$ cat config.mk
export PLATFORM = sky130hd
export DESIGN_NAME = external_bus_pin_mux
export DESIGN_NICKNAME = d
export VERILOG_FILES = /design/src/ext_bus_pin_pkg.sv /design/src/external_bus_pin_mux.sv /design/src/pin_sync2.sv /design/src/bus_clock_div.sv
export VERILOG_INCLUDE_DIRS = /design/src /design/src/src
export SDC_FILE = /design/constraint.sdc
export NUM_CORES = 1
export LEC_CHECK = 0
export BUFFER_PORTS_ARGS = -buffer_cell sky130_fd_sc_hd__buf_2
export CAP_MARGIN = 20
export CORE_MARGIN = 2
export CORE_UTILIZATION = 32
export DETAILED_ROUTE_END_ITERATION = 10
export SYNTH_ARGS = -nofsm -noshare
export SYNTH_HDL_FRONTEND = slang
export SYNTH_SLANG_ARGS = --single-unit
export TNS_END_PERCENT = 50
$ cat constraint.sdc
create_clock -name clk_sys -period 1.35 [get_ports clk_sys]
set_clock_uncertainty 0.1 [all_clocks]
set_input_delay 0.0675 -clock clk_sys [delete_from_list [all_inputs] [get_ports clk_sys]]
set_output_delay 0.0675 -clock clk_sys [all_outputs]
set_load 0.02 [all_outputs]
$ cat src/ext_bus_pin_map.svh
// Pin indices, reset levels and timing counts for the external bus pin mux.
// Assumes nothing; definitions only.
`ifndef EXT_BUS_PIN_MAP_SVH
`define EXT_BUS_PIN_MAP_SVH

// Shared pin slots in the pin vectors
`define PIN_COUNT        13
`define IDX_CS7          0
`define IDX_READY        1
`define IDX_GRANT        2
`define IDX_OPEN_REQ     3
`define IDX_BUS_CLOCK_OUT       4
`define IDX_CKE          5
`define IDX_MEMCLK       6
`define IDX_RECLK        7
`define IDX_ADDR_LOAD    8
`define IDX_ADDR_ADV     9
`define IDX_COL_STROBE   10
`define IDX_SRAM_WE      11
`define IDX_SPARE        12

// Reset levels
`define RST_LOW          1'b0
`define RST_STROBE       1'b1

// Bus clock: 4 ns system period, bus clock half period in ns
`define SYS_PERIOD_NS    4
`define BUS_HALF_NS      16

`endif

$ cat src/ext_bus_pin_pkg.sv
// Types shared by the external bus pin mux files.
// Assumes the pin map header is on the include path.
`include "ext_bus_pin_map.svh"

package ext_bus_pin_pkg;

  // Low-power state reported by the clock controller
  typedef enum logic [1:0] {
    PM_RUN,
    PM_SLEEP,
    PM_STOP,
    PM_HW_STANDBY
  } power_mode_t;

  typedef logic [`PIN_COUNT-1:0] pin_vec_t;

endpackage

$ cat src/external_bus_pin_mux.sv
// Function selection for the shared external bus control pins.
// Assumes bus-side strobes come from logic on clk_sys and pads are
// resolved outside from pin_o and pin_oe.
//
// What this block does
// - Ready pin feeds the wait-ready input when enabled, else port8_bit0.
// - Grant pin drives low while the bus is released, when enabled.
// - Grant pin carries the grant only when enabled, else port8_bit1.
// - Bus-open request is sampled only when enabled, else port8_bit2.
// - Read strobe has its own dedicated output pin.
// - In SRAM mode the first write strobe pin is the upper byte mask.
// - In SRAM mode the second write strobe pin is the lower byte mask.
// - System clock output toggles at the bus clock frequency.
// - System clock output stops in stop and hardware standby.
// - Memory clock stops in sleep, stop and hardware standby.
// - System clock pin is port9_bit0 when its output is disabled.
// - Memory clock pin is port9_bit2 when its output is disabled.
// - Clock enable pin is port9_bit1 when its output is disabled.
// - Clock return pin is port9_bit3 when its input is disabled.
// - Address load output drives its pin when enabled.
// - Load/strobe pin is port9_bit4 only when both outputs are off.
// - Address advance output drives its pin when enabled.
// - Advance pin is port9_bit5 only when advance and column strobe off.
// - SRAM write strobe drives its pin when enabled, else port9_bit7.
// - Chip select 7 pin is porta_bit7 when its output is disabled.
`timescale 1ns/10ps
`include "ext_bus_pin_map.svh"

module external_bus_pin_mux
  import ext_bus_pin_pkg::*;
#(
  parameter int NP = `PIN_COUNT
) (
  // Clock, reset, enable
  input  wire logic          clk_sys,
  input  wire logic          rst,
  input  wire logic          clk_en,
  // Pin function settings
  input  wire logic          ready_in_en,
  input  wire logic          grant_out_en,
  input  wire logic          open_req_en,
  input  wire logic          sram_mode,
  input  wire logic          bus_clock_out_out_en,
  input  wire logic          memclk_out_en,
  input  wire logic          sdram_cke_en,
  input  wire logic          sdram_reclk_en,
  input  wire logic          addr_load_en,
  input  wire logic          addr_strobe_en,
  input  wire logic          addr_adv_en,
  input  wire logic          col_strobe_en,
  input  wire logic          sram_we_en,
  input  wire logic          cs7_out_en,
  input  wire power_mode_t   power_mode,
  // Bus controller functions to the pins
  input  wire logic          bus_released,
  input  wire logic          rd_strobe_n,
  input  wire logic          write_strobe_hi,
  input  wire logic          write_strobe_lo,
  input  wire logic          upper_byte_mask,
  input  wire logic          low_byte_mask,
  input  wire logic          sram_we_n,
  input  wire logic          sdram_cke,
  input  wire logic          addr_strobe_n,
  input  wire logic          burst_addr_load,
  input  wire logic          burst_addr_advance,
  input  wire logic          col_addr_strobe_n,
  input  wire logic          chip_select_7_n,
  // Pin functions to the bus controller
  output logic               ext_ready,
  output logic               bus_open_request,
  output logic               sdram_clk_return,
  output logic               bus_clk_rise,
  // General port bits
  input  wire logic [NP-1:0] gp_out,
  input  wire logic [NP-1:0] gp_dir,
  output logic      [NP-1:0] gp_in,
  // Pads
  input  wire logic [NP-1:0] pin_i,
  output logic      [NP-1:0] pin_o,
  output logic      [NP-1:0] pin_oe,
  output logic               rd_pin_n,
  output logic               wr_hi_pin,
  output logic               wr_lo_pin
);

  ////////////////////////////////////////////////////////////////////
  // Timing

  localparam int BUS_HALF_CYC = (`BUS_HALF_NS / `SYS_PERIOD_NS < 1) ? 1
                                : `BUS_HALF_NS / `SYS_PERIOD_NS;

  ////////////////////////////////////////////////////////////////////
  // Selection helper

  // Returns {oe, o}: function when enabled, port bit otherwise
  function automatic logic [1:0] pick(
    input logic en,
    input logic fo,
    input logic foe,
    input logic go,
    input logic goe
  );
    pick = en ? {foe, fo} : {goe, go};
  endfunction

  ////////////////////////////////////////////////////////////////////
  // Pad input synchronisers and bus clock

  logic [NP-1:0] pin_sync;
  logic          bus_phase;

  pin_sync2 #(
    .WIDTH (NP)
  ) u_sync (
    .clk_sys  (clk_sys),
    .rst      (rst),
    .clk_en   (clk_en),
    .async_in (pin_i),
    .sync_out (pin_sync)
  );

  bus_clock_div #(
    .HALF_CYCLES (BUS_HALF_CYC)
  ) u_div (
    .clk_sys   (clk_sys),
    .rst       (rst),
    .clk_en    (clk_en),
    .bus_phase (bus_phase),
    .bus_rise  (bus_clk_rise)
  );

  assign gp_in = pin_sync;

  ////////////////////////////////////////////////////////////////////
  // Clock output gating

  wire logic sys_run = bus_clock_out_out_en
                       & (power_mode != PM_STOP)
                       & (power_mode != PM_HW_STANDBY);
  wire logic mem_run = memclk_out_en & (power_mode == PM_RUN);

  logic sys_gate_ff;
  logic mem_gate_ff;

  // Gates move only while the phase is low, so no runt pulse leaves
  always_ff @(posedge clk_sys)
  begin
    if (rst)
    begin
      sys_gate_ff <= `RST_LOW;
      mem_gate_ff <= `RST_LOW;
    end
    else if (clk_en && !bus_phase)
    begin
      sys_gate_ff <= sys_run;
      mem_gate_ff <= mem_run;
    end
  end

  // output follows the bus clock phase
  wire logic sys_clk_lvl = sys_gate_ff & bus_phase;
  wire logic mem_clk_lvl = mem_gate_ff & bus_phase;

  ////////////////////////////////////////////////////////////////////
  // Pin selection

  logic [NP-1:0] nxt_pin_o;
  logic [NP-1:0] nxt_pin_oe;

  assign {nxt_pin_oe[`IDX_CS7], nxt_pin_o[`IDX_CS7]} =
    pick(cs7_out_en, chip_select_7_n, 1'b1,
         gp_out[`IDX_CS7], gp_dir[`IDX_CS7]);

  assign {nxt_pin_oe[`IDX_READY], nxt_pin_o[`IDX_READY]} =
    pick(ready_in_en, 1'b0, 1'b0,
         gp_out[`IDX_READY], gp_dir[`IDX_READY]);

  // grant low while released, or port8_bit1
  assign {nxt_pin_oe[`IDX_GRANT], nxt_pin_o[`IDX_GRANT]} =
    pick(grant_out_en, ~bus_released, 1'b1,
         gp_out[`IDX_GRANT], gp_dir[`IDX_GRANT]);

  assign {nxt_pin_oe[`IDX_OPEN_REQ], nxt_pin_o[`IDX_OPEN_REQ]} =
    pick(open_req_en, 1'b0, 1'b0,
         gp_out[`IDX_OPEN_REQ], gp_dir[`IDX_OPEN_REQ]);

  assign {nxt_pin_oe[`IDX_BUS_CLOCK_OUT], nxt_pin_o[`IDX_BUS_CLOCK_OUT]} =
    pick(bus_clock_out_out_en, sys_clk_lvl, 1'b1,
         gp_out[`IDX_BUS_CLOCK_OUT], gp_dir[`IDX_BUS_CLOCK_OUT]);

  assign {nxt_pin_oe[`IDX_CKE], nxt_pin_o[`IDX_CKE]} =
    pick(sdram_cke_en, sdram_cke, 1'b1,
         gp_out[`IDX_CKE], gp_dir[`IDX_CKE]);

  assign {nxt_pin_oe[`IDX_MEMCLK], nxt_pin_o[`IDX_MEMCLK]} =
    pick(memclk_out_en, mem_clk_lvl, 1'b1,
         gp_out[`IDX_MEMCLK], gp_dir[`IDX_MEMCLK]);

  assign {nxt_pin_oe[`IDX_RECLK], nxt_pin_o[`IDX_RECLK]} =
    pick(sdram_reclk_en, 1'b0, 1'b0,
         gp_out[`IDX_RECLK], gp_dir[`IDX_RECLK]);

  // load wins over strobe; port only when both are off
  wire logic load_pin_en = addr_load_en | addr_strobe_en;
  wire logic load_fn     = addr_load_en ? burst_addr_load : addr_strobe_n;
  assign {nxt_pin_oe[`IDX_ADDR_LOAD], nxt_pin_o[`IDX_ADDR_LOAD]} =
    pick(load_pin_en, load_fn, 1'b1,
         gp_out[`IDX_ADDR_LOAD], gp_dir[`IDX_ADDR_LOAD]);

  wire logic adv_pin_en = addr_adv_en | col_strobe_en;
  wire logic adv_fn     = addr_adv_en ? burst_addr_advance : col_addr_strobe_n;
  assign {nxt_pin_oe[`IDX_ADDR_ADV], nxt_pin_o[`IDX_ADDR_ADV]} =
    pick(adv_pin_en, adv_fn, 1'b1,
         gp_out[`IDX_ADDR_ADV], gp_dir[`IDX_ADDR_ADV]);

  assign {nxt_pin_oe[`IDX_COL_STROBE], nxt_pin_o[`IDX_COL_STROBE]} =
    pick(col_strobe_en, col_addr_strobe_n, 1'b1,
         gp_out[`IDX_COL_STROBE], gp_dir[`IDX_COL_STROBE]);

  assign {nxt_pin_oe[`IDX_SRAM_WE], nxt_pin_o[`IDX_SRAM_WE]} =
    pick(sram_we_en, sram_we_n, 1'b1,
         gp_out[`IDX_SRAM_WE], gp_dir[`IDX_SRAM_WE]);

  // Spare slot is a plain port bit
  assign {nxt_pin_oe[`IDX_SPARE], nxt_pin_o[`IDX_SPARE]} =
    {gp_dir[`IDX_SPARE], gp_out[`IDX_SPARE]};

  // byte masks replace write strobes in SRAM mode
  wire logic nxt_wr_hi = sram_mode ? upper_byte_mask : write_strobe_hi;
  wire logic nxt_wr_lo = sram_mode ? low_byte_mask : write_strobe_lo;

  // Inputs are only passed on while their function owns the pin
  wire logic nxt_ready  = ready_in_en & pin_sync[`IDX_READY];
  // high means release is asked for
  wire logic nxt_open   = open_req_en & pin_sync[`IDX_OPEN_REQ];
  wire logic nxt_return = sdram_reclk_en & pin_sync[`IDX_RECLK];

  ////////////////////////////////////////////////////////////////////
  // Output registers

  logic [NP-1:0] pin_o_ff;
  logic [NP-1:0] pin_oe_ff;
  logic          rd_ff;
  logic          wr_hi_ff;
  logic          wr_lo_ff;
  logic          ready_ff;
  logic          open_ff;
  logic          return_ff;

  // Pads stay inputs under reset so nothing fights the board
  always_ff @(posedge clk_sys)
  begin
    if (rst)
    begin
      pin_o_ff  <= '0;
      pin_oe_ff <= '0;
      rd_ff     <= `RST_STROBE;
      wr_hi_ff  <= `RST_STROBE;
      wr_lo_ff  <= `RST_STROBE;
      ready_ff  <= `RST_LOW;
      open_ff   <= `RST_LOW;
      return_ff <= `RST_LOW;
    end
    else if (clk_en)
    begin
      pin_o_ff  <= nxt_pin_o;
      pin_oe_ff <= nxt_pin_oe;
      rd_ff     <= rd_strobe_n;
      wr_hi_ff  <= nxt_wr_hi;
      wr_lo_ff  <= nxt_wr_lo;
      ready_ff  <= nxt_ready;
      open_ff   <= nxt_open;
      return_ff <= nxt_return;
    end
  end

  assign pin_o            = pin_o_ff;
  assign pin_oe           = pin_oe_ff;
  assign rd_pin_n         = rd_ff;
  assign wr_hi_pin        = wr_hi_ff;
  assign wr_lo_pin        = wr_lo_ff;
  assign ext_ready        = ready_ff;
  assign bus_open_request = open_ff;
  assign sdram_clk_return = return_ff;
endmodule

$ cat src/pin_sync2.sv
// Two flip-flop synchroniser for pad inputs.
// Assumes inputs are asynchronous to clk_sys; clk_en freezes it.
`timescale 1ns/10ps

module pin_sync2 #(
  parameter int WIDTH = 1
) (
  // Clock and reset
  input  wire logic             clk_sys,
  input  wire logic             rst,
  input  wire logic             clk_en,
  // Data
  input  wire logic [WIDTH-1:0] async_in,
  output logic      [WIDTH-1:0] sync_out
);

  logic [WIDTH-1:0] meta_ff;
  logic [WIDTH-1:0] sync_ff;

  always_ff @(posedge clk_sys)
  begin
    if (rst)
    begin
      meta_ff <= '0;
      sync_ff <= '0;
    end
    else if (clk_en)
    begin
      meta_ff <= async_in;
      sync_ff <= meta_ff;
    end
  end

  assign sync_out = sync_ff;

endmodule

$ cat src/bus_clock_div.sv
// Divider that makes the external bus clock phase from clk_sys.
// Assumes one clock; clk_en freezes the phase.
`timescale 1ns/10ps
`include "ext_bus_pin_map.svh"

module bus_clock_div #(
  parameter int HALF_CYCLES = 4
) (
  // Clock and reset
  input  wire logic clk_sys,
  input  wire logic rst,
  input  wire logic clk_en,
  // Bus clock phase
  output logic      bus_phase,
  output logic      bus_rise
);

  localparam int CW = (HALF_CYCLES > 1) ? $clog2(HALF_CYCLES) : 1;
  localparam logic [CW-1:0] LAST = CW'(HALF_CYCLES - 1);

  logic [CW-1:0] cnt_ff;
  logic          phase_ff;
  logic          rise_ff;
  wire  logic    wrap = (cnt_ff == LAST);

  always_ff @(posedge clk_sys)
  begin
    if (rst)
    begin
      cnt_ff   <= '0;
      phase_ff <= `RST_LOW;
      rise_ff  <= `RST_LOW;
    end
    else if (clk_en)
    begin
      cnt_ff   <= wrap ? '0 : cnt_ff + CW'(1);
      phase_ff <= wrap ? ~phase_ff : phase_ff;
      rise_ff  <= wrap & ~phase_ff;
    end
  end

  assign bus_phase = phase_ff;
  assign bus_rise  = rise_ff;

endmodule

==> flow_summary.yaml, run 1 <==
global_route:
  antenna_found_initial: 0
  grt-ovfl-total: 0
  grt_pass1_vias: 2408
  grt_pass1_wl_mm: 10.7
  grt.total_usage_pct: 15.6
  grt_max_degree: 61
timing:
  max_freq_ghz: 0.733
  finalCritPeriodShare_pct: 101
  max_slew_margin_pct: 79.1
  finalMaxSlewViolations: 0
  tightest_slew_ns: 0.314
  setup_viol_count_final: 1
  timing.hold.ws_ns: -0.0595
  final_hold_viol_count: 2
  finalWorstSetupSlack_ns: -0.0138
  min_period_ns: 1.36
  tns_ns: -0.0138
synthesis:
  synth.most_common_cell: "dfxtp_1"
  synthTopCellsByArea: "dfxtp_1, mux2i_1, nor2_1"
  yosys.cell_types.count: 24
  synth_common_cells: "dfxtp_1, nor2_1, mux2i_1"
  synth_warnings: 0
  synth-async-reset-ratio_pct: 0
  syn_inst: 255
  synthesis.area_um2: 2490
  ys_seq_area_share_pct: 51.4
  synth_fp_nets: 327
  synth_top_cell_area_share_pct: 51.4
  ys.flop_type: "dfxtp_1"
  synth_edf_count: 0
  synth_seq_cells: 64
  synth_top_cell_by_area: "dfxtp_1"
  postSynthAreaPerCell_um2: 9.77
cts:
  cts_buffer_depth: 2
  cts_setup_buffers: 0
  htreeDepth: 3
  clock_latency_ns: 0.33
  cts_root_buf: "clkbuf_8"
  path_clk_slew_ns: 0.07
  cts_tree: "built"
  clock-sinks: 64
  cts_buffers: 9
run_status:
  violations: "negative hold slack, negative setup slack"
  status: "finished, violations left"
worst_setup_path:
  worstSetupStartpoint: "gp_dir[4]"
  arrival_ns: 1.52
  reg2reg_slack_ns: 0.07
  rr_startpoint: "pin_oe[6]"
  crit_required_ns: 1.50
  cp-end-kind: "flip-flop"
  crit_path_max_fanout: 1
  cp-start-kind: "input pin"
  path_class: "input pin to flip-flop"
power_and_ir_drop:
  ir_worst_vdd_mv: 0.662
  power.density_nw_per_um2: 1160
  leakage_nw: 1.92
floorplan:
  die-area_um2: 8510
  fp.dieH_um: 92.2
  rows: 32
  coreArea_um2: 7650
  ioPinCount: 117
  die_x_um: 92.2
  initial_utilization_pct: 32.6
hold_path:
  holdCritStartpoint: "low_byte_mask"
  hold_path_class: "input pin to flip-flop"
finish:
  multi_input_area_um2: 1130
  fill_cells: 690
  stdcell_count: 538
  syn_to_final_growth_pct: 62.8
  nets: 503
  drive_above_1_share_pct: 33.3
  antenna_cells: 0
  regArea_um2: 1280
placement:
  dp_cells: 460
  port_buffers: 116
  hpwl_mm: 3.93
  gp_congestion: 0.697
route:
  drt_iter0_drc: 65
  wl_per_cell_um: 12.2
  via_per_inst: 4.51
  postRouteAntennaNets: 0
  drt-pass1-iter-count: 6
  drcViolationCount: 0
  routed_wl_mm: 6.57
  vias: 2428
job:
  max-cap-violations: 0
[routing by layer]
layer	global-route usage, %	routed length, um
met3	5.83	534
met2	27.1	3070
met5	0	0
met4	5.35	82
met1	17.5	2890
[report_power, final]
group          internal, mW  leakage, nW  total [mW]  switching [mW]
clock network          1.22        0.116        1.94           0.716
logic                 0.378         1.27       0.720           0.342
registers              1.99        0.526        2.04          0.0504
[stage by stage]
stage | utilization (%) | instance area [um^2] | hold WS [ns] | total power [mW] | setup slack (ns)
after floorplan | - | 2490 | 0.0899 | 2.42 | 0.385
after global routing | 53.0 | 4060 | 0.00207 | 4.94 | -0.0240
after detailed placement | 41.3 | 3160 | 0.189 | 2.65 | 0.337
final | 53.0 | 4060 | -0.0595 | 4.70 | -0.0138
after global placement | 41.3 | 3160 | 0.179 | 2.64 | 0.353
after CTS | 52.8 | 4040 | 0.00785 | 4.76 | 0.0120
[logic make-up after synthesis]
kind of cell / count (synthesis) / synth area share, %
simple gates: 97 / 18.2
flops: 64 / 51.4
mux: 39 / 15.8
compound gates: 36 / 9.49
buf+inv: 18 / 4.57
fa+ha+maj: 1 / 0.502
[cells in the final DEF (no fill, tap or decap), drive strengths merged]
cell / synthesis / layout
buf: 14 / 120
dfxtp: 64 / 64
dlygate4sd3: 0 / 59
nor2: 55 / 55
mux2i: 37 / 37
nand2b: 17 / 17
a21oi: 17 / 17
a211oi: 14 / 14
clkbuf: 3 / 10
nand3b: 7 / 7
nand3: 6 / 6
nand2: 5 / 5
nor3: 4 / 4
bufinv: 0 / 3
dlymetal6s4s: 0 / 3
mux2: 2 / 2
o211ai: 2 / 2
a311oi: 2 / 2
nor2b: 2 / 2
clkinv: 0 / 2
inv: 1 / 1
and2b: 1 / 1
a211o: 1 / 1
ha: 1 / 1
clkinvlp: 0 / 1
[critical path, stage by stage]
cell and delay, ns:
dlygate4sd3_1 0.54, buf_2 0.10, nor2_1 0.03, dlygate4sd3_1 0.56
a211oi_2 0.22
[repair_timing]
action                                  4_1_cts  5_1_grt
endpoints found under the setup margin        0        9
gates resized for setup                       0       10
hold endpoints to repair                     45        1
hold buffers                                 64        1
[path summary, 6_finish.rpt]
| path | endpoint | cells past startpoint |
|---|---|---|
| max | pin_oe[4] | 5 |
| min | wr_lo_pin | 3 |
| min reg2reg | sdram_clk_return | 2 |
| max reg2reg | pin_oe[6] | 3 |
[area by class of cell]
class	count	area share, %
Tap cell	102	3.15
Clock buffer	10	3.15
Clock inverter	6	2.65
Multi-Input combinational cell	173	27.8
Timing Repair Buffer	182	31.5
Inverter	1	0.0926
Sequential cell	64	31.6
[sequential cells by signal, indices dropped and copies added (netlist names)]
signal            cells
pin_o                13
pin_oe               13
u_sync.meta_ff       13
u_sync.sync_out      13
u_div.cnt_ff          2
bus_open_request      1
ext_ready             1
mem_gate_ff           1
rd_pin_n              1
sdram_clk_return      1
sys_gate_ff           1
u_div.bus_phase       1
u_div.bus_rise        1
wr_hi_pin             1
wr_lo_pin             1
No activity file was read; power rests on OpenSTA's default activity.
==> run 2: changes to the inputs <==
Settings changed: CORE_ASPECT_RATIO from default to 1.4, CORE_MARGIN 2 to default.
==> flow_summary.yaml, run 2 (synthesis gave the netlist of run 1 again) <==
cts:
  htreeDepth: 3
  clock-sinks: 64
  cts_tree: "built"
  cts_buffers: 9
  cts_buffer_depth: 2
  cts_root_buf: "clkbuf_8"
  path_clk_slew_ns: 0.07
  clock_latency_ns: 0.34
finish:
  nets: 507
  drive_above_1_share_pct: 33.4
  final_cell_mix: "buf_2, dfxtp_1, dlygate4sd3_1"
  antenna_cells: 0
  final_core_util_pct: 53.9
  syn_to_final_growth_pct: 61.1
  final_common_cell: "buf_2"
  stdcell_count: 537
route:
  vias: 2434
  postRouteAntennaNets: 0
  dr_wl_met2_mm: 3.04
  met1_length_mm: 2.82
  drt-pass1-iter-count: 4
  via_per_inst: 4.53
  drt_iter0_drc: 66
  drcViolationCount: 0
  highest_layer: "met4"
  routed_wl_mm: 6.44
  wl_met3_um: 427
  wl_per_cell_um: 12.0
global_route:
  antenna_found_initial: 0
  grt_pass1_vias: 2364
  grt-ovfl-total: 0
  grt_pass1_wl_mm: 10.8
  grt_max_degree: 40
  grt.total_usage_pct: 16.8
worst_setup_path:
  r2r_cells: 3
  cp-end-kind: "flip-flop"
  arrival_ns: 1.48
  reg2reg_slack_ns: 0.34
  cp-start-kind: "input pin"
  crit_path_max_fanout: 1
  crit_required_ns: 1.46
  rr_startpoint: "u_div.cnt_ff[0]"
  r2r_end: "u_div.cnt_ff[1]"
  path_class: "input pin to flip-flop"
power_and_ir_drop:
  power.density_nw_per_um2: 1040
  power.total_mw: 4.15
  ir_worst_vdd_mv: 0.663
  leakage_nw: 1.90
timing:
  max_slew_margin_pct: 68.3
  tightest_slew_ns: 0.476
  finalCritPeriodShare_pct: 101
  timing.hold.ws_ns: -0.0111
  rsz0062_at_grt: "yes"
  final_hold_viol_count: 1
  finalWorstSetupSlack_ns: -0.0179
  setup_viol_count_final: 2
  finalMaxSlewViolations: 0
  min_period_ns: 1.37
  max_freq_ghz: 0.731
run_status:
  status: "finished, violations left"
  violations: "negative hold slack, negative setup slack"
hold_path:
  hold_end: "pin_oe[4]"
  hold_path_class: "input pin to flip-flop"
  holdCritStartpoint: "bus_clock_out_out_en"
  worstHoldPathCells: 3
floorplan:
  die-area_um2: 8150
  coreArea_um2: 7450
  rows: 37
  fp.dieH_um: 106
  die_x_um: 76.6
  ioPinCount: 117
  initial_utilization_pct: 33.4
placement:
  gp_congestion: 0.711
  dp_cells: 459
  hpwl_mm: 3.92
  port_buffers: 116
  pre_cts_ws_ns: 0.282
job:
  max-cap-violations: 0
-- run 2: cell count changes in the layout (fill, tap and decap cells not counted) --
cell	previous run	this run
a211oi_1	7	8
dlymetal6s4s_1	3	2
clkinvlp_4	1	0
clkbuf_8	9	10
clkinv_2	2	4
buf_4	2	5
a211oi_2	7	6
buf_12	3	4
clkbuf_1	1	2
dlygate4sd3_1	59	60
bufinv_16	3	0
-- run 2: metal layers --
metal	up-vias	global-route usage, %
met5	-	0
met4	0	9.20
met3	14	4.46
met2	99	28.4
met1	1088	19.1
li1	1233	-
-- run 2: final cells by class --
type | count | area, um^2
repair buffers | 186 | 1320
clock inverters | 4 | 20.0
clock buffers | 12 | 145
flip-flops and latches | 64 | 1280
multi-input cells | 173 | 1120
well taps | 97 | 121
fillers | 668 | 3440
inverters | 1 | 3.75
-- run 2: worst max-delay path, cell delays in order --
cell,delay [ns]
dlygate4sd3_1,0.53
buf_2,0.12
nor2_1,0.12
dlygate4sd3_1,0.58
a211oi_2,0.06
-- run 2: worst max-delay path by stage --
| stage | startpoint | to | slack (ns) | cells past startpoint |
|---|---|---|---|---|
| after floorplan | u_div.cnt_ff[0] | u_div.cnt_ff[1] | 0.39 | 3 |
| after global placement | clk_en | pin_o[12] | 0.31 | 4 |
| after detailed placement | clk_en | wr_hi_pin | 0.28 | 4 |
| after CTS | gp_out[5] | pin_o[5] | 0.009 | 5 |
| after global routing | gp_dir[11] | pin_oe[11] | -0.02 | 5 |
| final | gp_dir[11] | pin_oe[11] | -0.02 | 5 |
-- run 2: where the power goes --
group	total, mW	leakage, nW	internal, mW	switching [mW]
logic	0.730	1.28	0.388	0.342
registers	2.04	0.526	1.99	0.0502
clock network	1.38	0.0899	0.704	0.680
-- run 2: through the flow --
step	setup TNS (ns)	cell area [um^2]	hold WS, ns
5_1_grt	-0.0423	4010	0.0129
3_5_place_dp	0	3200	0.191
3_3_place_gp	0	3200	0.179
2_1_floorplan	0	2490	0.0899
6_report	-0.0216	4010	-0.0111
4_1_cts	0	4000	0.00578
-- run 2: repair_timing --
item                                   CTS  global route
resized for setup                        0             8
hold buffers                            64             0
endpoints found under the hold margin   44             0
buffers inserted                         0             0
setup endpoints to repair                0             7
